==> config.mk <==
export PLATFORM = sky130hd
export DESIGN_NAME = rts_i2c_slave
export DESIGN_NICKNAME = d
export VERILOG_FILES = /design/src/design/rts_pkg.sv /design/src/design/rts_i2c_slave.sv /design/src/design/rts_sync.sv
export SDC_FILE = /design/constraint.sdc
export NUM_CORES = 1
export LEC_CHECK = 0
export BUFFER_PORTS_ARGS = -buffer_cell sky130_fd_sc_hd__buf_4
export CAP_MARGIN = 20
export CORE_UTILIZATION = 52
export CTS_CLUSTER_DIAMETER = 50
export CTS_CLUSTER_SIZE = 40
export DETAILED_ROUTE_END_ITERATION = 10
export PLACE_DENSITY_LB_ADDON = 0.08
export SETUP_SLACK_MARGIN = 0.05
export SLEW_MARGIN = 20
export SYNTH_ARGS = -nofsm -noshare
export SYNTH_HDL_FRONTEND = slang
export SYNTH_HIERARCHICAL = 1
export SYNTH_SLANG_ARGS = --single-unit
==> constraint.sdc <==
create_clock -name clk_sys -period 3.18 [get_ports clk_sys]
set_input_delay 0.159 -clock clk_sys [delete_from_list [all_inputs] [get_ports clk_sys]]
set_output_delay 0.159 -clock clk_sys [all_outputs]
set_load 0.005 [all_outputs]
==> src/design/rts_pkg.sv <==
// Shared constants and types of the real-time clock serial slave
package rts_pkg;

  // ***********************************************
  // Bus and byte framing
  // ***********************************************
  localparam logic [6:0] SLAVE_ADDR = 7'h68;  // Write form d0, read form d1
  localparam logic [3:0] BITS_PER_BYTE = 4'h8;
  localparam logic [3:0] BIT_CNT_ZERO = 4'h0;
  localparam logic [7:0] PTR_RESET = 8'h00;
  localparam logic [7:0] BYTE_ZERO = 8'h00;
  localparam int unsigned MEM_DEPTH_DEF = 16;

  // ***********************************************
  // Timing
  // ***********************************************
  localparam int unsigned CLK_HZ = 25_000_000;
  localparam int unsigned CYC_PER_US = CLK_HZ / 1_000_000;
  // Default limits, in microseconds; no figure is fixed for them
  localparam int unsigned SCL_LOW_LIMIT_MIN_US = 25000;
  localparam int unsigned SCL_LOW_LIMIT_MAX_US = 35000;
  // Scaled per microsecond: a product with the clock rate would overflow 32 bits
  localparam int unsigned SCL_LOW_LIMIT_MAX_CYC = SCL_LOW_LIMIT_MAX_US * CYC_PER_US;

  // ***********************************************
  // Types
  // ***********************************************
  typedef enum logic [2:0] {
    ST_IDLE,
    ST_IGNORE,
    ST_RX,
    ST_RX_ACK,
    ST_TX,
    ST_TX_ACK
  } rts_state_t;

  typedef enum logic [1:0] {
    KIND_DEV,
    KIND_MEM,
    KIND_DATA
  } rts_kind_t;

endpackage

==> src/design/rts_i2c_slave.sv <==
// Serial slave transaction logic of a low-power real-time clock
//
// Overview of operation
// - Multi-byte writes fill successive locations
// - Device acknowledges its own address and every byte written after it
// - Reads come from the internal address counter
// - Address-only write loads the address counter
// - Dummy write plus repeated start gives random read
// - Master ACK requests the next read byte
// - Master NACK makes device release SDA
// - Long SCL low resets the serial interface
// - Timeout releases SDA
// - Timeout only while oscillator runs
// - SCL is only an input, never stretched
// - SDA is only pulled low or released
// - Fixed slave address, write d0 read d1
// - Address mismatch ignores bus until next start
// - Byte after slave write address is memory address
// - Sample on SCL rise, shift on fall, MSB first
module rts_i2c_slave #(
  parameter int unsigned TIMEOUT_CYCLES = rts_pkg::SCL_LOW_LIMIT_MAX_CYC,
  parameter int unsigned MEM_DEPTH = rts_pkg::MEM_DEPTH_DEF
) (
  input wire logic clk_sys,
  input wire logic rst,
  input wire logic scl_in,
  input wire logic sda_in,
  input wire logic osc_run,
  output logic sda_out,
  output logic sda_oe,
  output logic wr_strobe,
  output logic [7:0] wr_addr,
  output logic [7:0] wr_data,
  output logic bus_timeout
);
  import rts_pkg::*;

  localparam int IDX_W = $clog2(MEM_DEPTH);
  localparam int TO_W = $clog2(TIMEOUT_CYCLES + 1);
  localparam logic [TO_W-1:0] TO_LAST = TO_W'(TIMEOUT_CYCLES - 1);
  localparam logic [TO_W-1:0] TO_FULL = TO_W'(TIMEOUT_CYCLES);
  localparam logic [TO_W-1:0] TO_ZERO = TO_W'(0);

  // ***********************************************
  // Pin synchronisation
  // ***********************************************
  logic [2:0] lvl, rise_v, fall_v;

  rts_sync #(.WIDTH(3)) u_sync (
    .clk_sys(clk_sys),
    .rst(rst),
    .async_in({osc_run, sda_in, scl_in}),
    .level(lvl),
    .rise(rise_v),
    .fall(fall_v)
  );

  logic scl, sda, osc, scl_rise, scl_fall, start_det, stop_det;
  assign scl = lvl[0];
  assign sda = lvl[1];
  assign osc = lvl[2];
  assign scl_rise = rise_v[0];
  assign scl_fall = fall_v[0];
  assign start_det = scl & fall_v[1];
  assign stop_det = scl & rise_v[1];

  // ***********************************************
  // State
  // ***********************************************
  rts_state_t state, next_state;
  rts_kind_t kind, next_kind;
  logic rw, next_rw;
  logic [3:0] bit_cnt, next_bit_cnt;
  logic [7:0] shift, next_shift;
  logic [7:0] tx, next_tx;
  logic [7:0] ptr, next_ptr;
  logic [7:0] mem [MEM_DEPTH], next_mem [MEM_DEPTH];
  logic [TO_W-1:0] to_cnt, next_to_cnt;
  logic next_sda_oe, next_wr_strobe, next_timeout, to_hit;
  logic [7:0] next_wr_addr, next_wr_data, rd_word;

  // Counter wraps over the full byte; storage uses its low bits
  assign rd_word = mem[ptr[IDX_W-1:0]];
  // Oscillator stopped holds the counter at zero
  assign to_hit = osc && !scl && (to_cnt == TO_LAST);

  always_comb begin
    next_state = state;
    next_kind = kind;
    next_rw = rw;
    next_bit_cnt = bit_cnt;
    next_shift = shift;
    next_tx = tx;
    next_ptr = ptr;
    next_mem = mem;
    next_sda_oe = sda_oe;
    next_wr_strobe = 1'b0;
    next_wr_addr = wr_addr;
    next_wr_data = wr_data;
    next_timeout = 1'b0;
    if (!osc || scl) begin
      next_to_cnt = TO_ZERO;
    end else if (to_cnt != TO_FULL) begin
      next_to_cnt = to_cnt + TO_W'(1);
    end else begin
      next_to_cnt = to_cnt;
    end
    if (to_hit) begin
      next_timeout = 1'b1;
      next_state = ST_IDLE;
      next_sda_oe = 1'b0;
    end else if (start_det) begin
      next_state = ST_RX;
      next_kind = KIND_DEV;
      next_rw = 1'b0;
      next_bit_cnt = BIT_CNT_ZERO;
      next_sda_oe = 1'b0;
    end else if (stop_det) begin
      next_state = ST_IDLE;
      next_sda_oe = 1'b0;
    end else begin
      case (state)
        ST_RX: begin
          if (scl_rise) begin
            next_shift = {shift[6:0], sda};
            next_bit_cnt = bit_cnt + 4'h1;
          end else if (scl_fall && bit_cnt == BITS_PER_BYTE) begin
            next_bit_cnt = BIT_CNT_ZERO;
            case (kind)
              KIND_DEV: begin
                if (shift[7:1] == SLAVE_ADDR) begin
                  next_rw = shift[0];
                  next_kind = KIND_MEM;
                  next_sda_oe = 1'b1;
                  next_state = ST_RX_ACK;
                end else begin
                  next_state = ST_IGNORE;
                end
              end
              KIND_MEM: begin
                next_ptr = shift;
                next_kind = KIND_DATA;
                next_sda_oe = 1'b1;
                next_state = ST_RX_ACK;
              end
              default: begin
                next_mem[ptr[IDX_W-1:0]] = shift;
                next_wr_strobe = 1'b1;
                next_wr_addr = ptr;
                next_wr_data = shift;
                next_ptr = ptr + 8'h01;
                next_sda_oe = 1'b1;
                next_state = ST_RX_ACK;
              end
            endcase
          end
        end
        ST_RX_ACK: begin
          if (scl_fall) begin
            if (rw) begin
              // Data comes from the counter, never from the request
              next_tx = rd_word;
              next_ptr = ptr + 8'h01;
              next_sda_oe = ~rd_word[7];
              next_bit_cnt = BIT_CNT_ZERO;
              next_state = ST_TX;
            end else begin
              next_sda_oe = 1'b0;
              next_state = ST_RX;
            end
          end
        end
        ST_TX: begin
          if (scl_rise) begin
            next_bit_cnt = bit_cnt + 4'h1;
          end else if (scl_fall) begin
            if (bit_cnt == BITS_PER_BYTE) begin
              next_sda_oe = 1'b0;
              next_state = ST_TX_ACK;
            end else begin
              next_tx = {tx[6:0], 1'b0};
              next_sda_oe = ~tx[6];
            end
          end
        end
        ST_TX_ACK: begin
          if (scl_rise) begin
            if (sda) begin
              next_state = ST_IGNORE;
            end else begin
              next_bit_cnt = BIT_CNT_ZERO;
            end
          end else if (scl_fall && bit_cnt == BIT_CNT_ZERO) begin
            next_tx = rd_word;
            next_ptr = ptr + 8'h01;
            next_sda_oe = ~rd_word[7];
            next_state = ST_TX;
          end
        end
        default: begin
        end
      endcase
    end
  end

  // SCL is never driven: there is no output for it at all
  always_ff @(posedge clk_sys) begin
    if (rst) begin
      state <= ST_IDLE;
      kind <= KIND_DEV;
      rw <= 1'b0;
      bit_cnt <= BIT_CNT_ZERO;
      shift <= BYTE_ZERO;
      tx <= BYTE_ZERO;
      ptr <= PTR_RESET;
      for (int i = 0; i < MEM_DEPTH; i++) begin
        mem[i] <= BYTE_ZERO;
      end
      to_cnt <= TO_ZERO;
      sda_oe <= 1'b0;
      sda_out <= 1'b0;
      wr_strobe <= 1'b0;
      wr_addr <= BYTE_ZERO;
      wr_data <= BYTE_ZERO;
      bus_timeout <= 1'b0;
    end else begin
      state <= next_state;
      kind <= next_kind;
      rw <= next_rw;
      bit_cnt <= next_bit_cnt;
      shift <= next_shift;
      tx <= next_tx;
      ptr <= next_ptr;
      mem <= next_mem;
      to_cnt <= next_to_cnt;
      sda_oe <= next_sda_oe;
      sda_out <= 1'b0;
      wr_strobe <= next_wr_strobe;
      wr_addr <= next_wr_addr;
      wr_data <= next_wr_data;
      bus_timeout <= next_timeout;
    end
  end

  logic byte_end;
  assign byte_end = state == ST_RX && !to_hit && !start_det && !stop_det && scl_fall
                    && bit_cnt == BITS_PER_BYTE;
endmodule // rts_i2c_slave

==> src/design/rts_sync.sv <==
// Two-stage synchroniser with edge detection for the bus pins
module rts_sync #(
  parameter int unsigned WIDTH = 3
) (
  input wire logic clk_sys,
  input wire logic rst,
  input wire logic [WIDTH-1:0] async_in,
  output logic [WIDTH-1:0] level,
  output logic [WIDTH-1:0] rise,
  output logic [WIDTH-1:0] fall
);
  import rts_pkg::*;

  logic [WIDTH-1:0] meta;
  logic [WIDTH-1:0] prev;

  // ***********************************************
  // Per-bit stages
  // ***********************************************
  // Idle bus level is high, so reset to high to avoid a false edge
  for (genvar i = 0; i < WIDTH; i++) begin : g_bit
    logic next_meta;
    logic next_level;
    logic next_prev;
    always_comb begin
      next_meta = async_in[i];
      next_level = meta[i];
      next_prev = level[i];
    end
    always_ff @(posedge clk_sys) begin
      if (rst) begin
        meta[i] <= 1'b1;
        level[i] <= 1'b1;
        prev[i] <= 1'b1;
      end else begin
        meta[i] <= next_meta;
        level[i] <= next_level;
        prev[i] <= next_prev;
      end
    end
    assign rise[i] = level[i] & ~prev[i];
    assign fall[i] = ~level[i] & prev[i];
  end

endmodule // rts_sync

## After elaboration in Yosys (flattened, before gate mapping)

Index checks and enable logic that the tools add are counted.
W data, S select, Z words.

| cells by class | value |
|---|---|
| add/subtract/negate cells | 3 |
| eq/ne operators | 40 |
| $lt $le $gt $ge | 2 |
| reduce and logical (&&, ||, !) cells | 35 |
| mux-type cells | 75 |
| bitwise gates (word level) | 20 |

Operator list:

| kind | number |
|---|---|
| $bwmux W128 | 1 |
| $mux W8 | 9 |
| $mux W7 | 7 |
| $mux W4 | 9 |
| $reduce_and A9 Y1 | 4 |
| $mux W3 | 11 |
| $bmux W8 S4 | 1 |
| $demux W8 S4 | 1 |
| $ne A4 B4 Y1 const B | 7 |
| $ne A2 B2 Y1 const B | 12 |
| $ne A3 B3 Y1 const B | 8 |
| $pmux W8 S3 | 1 |
| $reduce_and A11 Y1 | 2 |
| $pmux W7 S3 | 1 |
| $reduce_and A7 Y1 | 3 |
| $add A20 B1 Y20 const B | 1 |
| $eq A20 B20 Y1 const B | 1 |
| $mux W1 | 20 |
| $ne A20 B20 Y1 const B | 1 |
| $mux W2 | 9 |
| $pmux W4 S4 | 1 |
| $pmux W8 S2 | 1 |
| $not A1 Y1 | 13 |
| $pmux W3 S4 | 1 |
| 31 further kinds | 50 |

| word-level totals | value |
|---|---|
| register bits after elaboration | 208 |
| input port bits | 5 |

## Logic depth before layout (Yosys ltp)

| depth | value |
|---|---|
| depth in word-level cells | 8 |
| gate-level depth with buffers | 10 |

## Hierarchy

The synthesis kept the hierarchy.

By module, submodules not included:

| module | area an instance (µm²) | times used | cells an instance | seq. area each (µm²) |
|---|---|---|---|---|
| rts_i2c_slave | 9,741.8 | 1 | 991 | 4,003.8 |
| rts_sync | 296.5 | 1 | 27 | 180.2 |

## Least setup slack after synthesis

No wires, ideal clock.

| timing path | value |
|---|---|
| path type | register to register |
| start point | reg ptr[1] |
| end point | reg mem[112] (netlist bit) |
| library setup time | 0.128 ns |
| setup slack | 0.115 ns |
| data arrival time | 2.938 ns |
| stages on the path, launching flop included | 10 |
| buffers on the path | 3 |
| data required time | 3.052 ns |
| path through | dfxtp_1 -> clkbuf_1 -> buf_2 -> buf_1 -> inv_1 -> ha_1 -> or4b_2 -> a2111oi_4 -> mux2i_1 -> nor2_1 |

| between the ends | value |
|---|---|
| longest elaborated chain between the ends | 6 |
| elaborated cells between the ends (all ways) | 7 |
| those cells by class | order compare: 2; mux: 3; bitwise: 1; reduce/logical: 1 |

Ends and longest elaborated chain:

| element | RTL line | RTL |
|---|---|---|
| start, declared | rts_i2c_slave.sv:76 | `logic [7:0] ptr, next_ptr;` |
| start signal, assigned | rts_i2c_slave.sv:233 | `ptr <= next_ptr;` |
| $not A4 Y5 (implied by the code) * | rts_i2c_slave.sv:147 | `next_mem[ptr[IDX_W-1:0]] = shift;` |
| $ge A5 B5 Y1 (implied by the code) or $lt A5 B1 Y1 (tied branches) | rts_i2c_slave.sv:147 |  |
| $logic_and A1 B1 Y1 (implied by the code) | rts_i2c_slave.sv:147 |  |
| $mux W8 (implied by the code) | rts_i2c_slave.sv:147 |  |
| $demux W8 S4 * | rts_i2c_slave.sv:147 |  |
| $bwmux W128 * | rts_i2c_slave.sv:147 |  |
| end signal, assigned | rts_i2c_slave.sv:234 | `mem <= next_mem;` |
| end, declared | rts_i2c_slave.sv:77 | `logic [7:0] mem [MEM_DEPTH], next_mem [MEM_DEPTH];` |

Mark *: on every way between the ends. The rest lies on a longest branch, timed or not.
A chain may end at the register's enable or synchronous reset.

## Worst setup path after layout

| timing path | value |
|---|---|
| start point | reg ptr[1] |
| end point | reg sda_oe |

| between the ends | value |
|---|---|
| longest elaborated chain between the ends | 8 |
| elaborated cells between the ends (all ways) | 10 |
| those cells by class | mux: 8; bitwise: 2 |

Ends and longest elaborated chain:

| element | RTL line | RTL |
|---|---|---|
| $not A4 Y5 (implied by the code) * | rts_i2c_slave.sv:83 | `assign rd_word = mem[ptr[IDX_W-1:0]];` |
| $bmux W8 S4 * | rts_i2c_slave.sv:83 |  |
| $mux W8 (implied by the code) * (2 in series) | rts_i2c_slave.sv:83 |  |
| $not A1 Y1 * | rts_i2c_slave.sv:164, rts_i2c_slave.sv:196 |  |
| $mux W1 (on tied branches) | rts_i2c_slave.sv:193, rts_i2c_slave.sv:160 |  |
| $mux W1 (on tied branches) | rts_i2c_slave.sv:187, rts_i2c_slave.sv:159 |  |
| $pmux W1 S4 * | rts_i2c_slave.sv:122 | `case (state)` |
| end signal, assigned | rts_i2c_slave.sv:236 | `sda_oe <= next_sda_oe;` |
| end, declared | rts_i2c_slave.sv:30 | `output logic sda_oe,` |

Mark *: on every way between the ends. The rest lies on a longest branch, timed or not. The select of a mux whose other input is x is not followed.

==> qor.csv <==
metric;value;unit
status;finished, final reports clean;
slew-limit-headroom;0.366;
p_leak;3.70;nW
crit_required;3610;ps
cts_root_buf;clkbuf_16;
n_antenna_cell;0;
drv_cap;0;
routabilityCongestion;0.885;
crit_type;flip-flop to flip-flop;
drtIter0Drc;437;
regArea;4170;µm²
dieArea;19800;µm²
area.growth.synth_to_final;14.0;%
report.power.total;5.78;mW
syn-cell-area;10000;µm²
crit_chain;buf_4, mux4_2, mux4_2, o32a_1, nand3_1, nor3b_1;
tns;0;ps
hp-class;primary input to flip-flop;
io_pins;25;
skew;13.8;ps
row_count;50;
grt_use_total;0.242;
multiInputGateArea;5420;µm²
finalSetupViolCount;0;
rsz0062_at_grt;false;
final_util;0.607;
vias;7487;
power-per-cell-area;507;nW/µm²
grt_pass1_vias;7125;
drive_gt1_frac;0.163;
crit_arrival;3040;ps
dp_hpwl;14.5;mm
vdd_ir_drop_max;0.000534;V
initial_core_util;0.533;
cts-buffers-inserted;24;
grt_max_degree;154;
cts_tree;done;
dp_cells;1233;
drt_wl_total;23.5;mm
tightest_slew;950;ps
netlist_instances;1014;
worst_setup_path_end_kind;flip-flop;
cts-htree-levels;1;
postLayoutCellArea;11400;µm²
cp_num_buf_inv;1;
clock_path_buffers;3;
port_buffers;23;
cp_top_family;multiplexers;
worst_path_max_delay_cell;dfxtp_2;
die_w;141;µm
placed_area;10500;µm²
ant_nets;0;
holdBufCountCts;3;
grt_antenna_before_repair;0;
drv_slew;0;
wl_per_cell;18.3;µm
fin_nets;1041;
crit_path_max_incr_delay;600;ps
core_area;18800;µm²
grt_pass1_wl;38.3;mm
cts_setup_buffers;0;
post-route-period-util;0.823;
grt.overflow.total;0;
hold_violations;0;
avgSynthCellArea;9.86;µm²
cp-start-kind;flip-flop;
dr.pass1.iters;5;
die_height;141;µm
yosysWarnings;6;
path_max_fanout;15;
clk_pin_slew;70;ps
fmax;382;MHz
fillers;1637;
min_period;2620;ps
insertion_delay;520;ps
cpMostUsedCell;mux4_2;
cts_num_sinks;208;
syn-num-nets;1027;
routed_via_density;5.85;
cts-resized-gates;0;
drc;0;
stdcell_count;1280;
-- sequential cells by signal, indices dropped and copies added (netlist names), 3 cells and up --
register,flops
wr_data,8
ptr,8
mem,128
state,3
bit_cnt,4
wr_addr,8
tx,7
to_cnt,20
shift,8
u_sync/g_bit.next_prev,3
u_sync/g_bit.next_level,3
-- path summary, 6_finish.rpt --
path | from | to | slack (ps) | depth (start not counted)
worst max register to register | ptr[1] | sda_oe | 560 | 6
worst min register to register | u_sync/g_bit[1].next_level | u_sync/g_bit[1].next_prev | 420 | 1
worst max-delay path | ptr[1] | sda_oe | 560 | 6
worst min-delay path | rst | shift[6] | 30 | 2
-- report_power, final --
group	switching (mW)	internal (mW)	leakage, nW	total, mW
clock network	1.27	1.76	0.439	3.04
registers	0.00524	2.61	1.68	2.62
logic	0.0900	0.0329	1.58	0.123
-- cells in the final DEF, fill, tap and decap left out, types with 7 or more instances in the layout --
cell type and n:
clkbuf_16 25, nand4b_1 9, mux4_2 28, nor2b_1 17
inv_1 14, nand3_1 26, o21ai_0 20, o311ai_0 8
ha_1 8, a211oi_1 12, nand2_1 58, a2111oi_4 16
or2_1 8, nor3_1 10, buf_4 64, nand4_1 11
mux2i_1 142, dfxtp_1 206, nor2_1 159, a32o_1 8
a21oi_1 53, and3_1 8, o31ai_1 7, nand2b_1 8
xor2_1 13
-- metrics by stage --
stage                     hold slack [ps]  setup WS, ps
final                                28.4           564
after floorplan                       256           115
after CTS                            14.1           560
after detailed placement              346           615
after global placement                350           626
after global routing                 43.5           430
-- layer usage --
metal	vias up	wire length, µm	global-route usage
li1	3688	-	-
met1	3632	11500	0.344
met2	133	10800	0.393
met3	34	684	0.0262
met4	0	475	0.0618
met5	-	0	0
-- area by class of cell --
| class | count | area share |
|---|---|---|
| multi-input cells | 710 | 0.475 |
| flip-flops and latches | 208 | 0.365 |
| clock buffers | 25 | 0.0549 |
| repair buffers | 70 | 0.0500 |
| well taps | 234 | 0.0257 |
| clock inverters | 19 | 0.0238 |
| inverters | 14 | 0.00461 |
(Power assumes the default switching activity.)
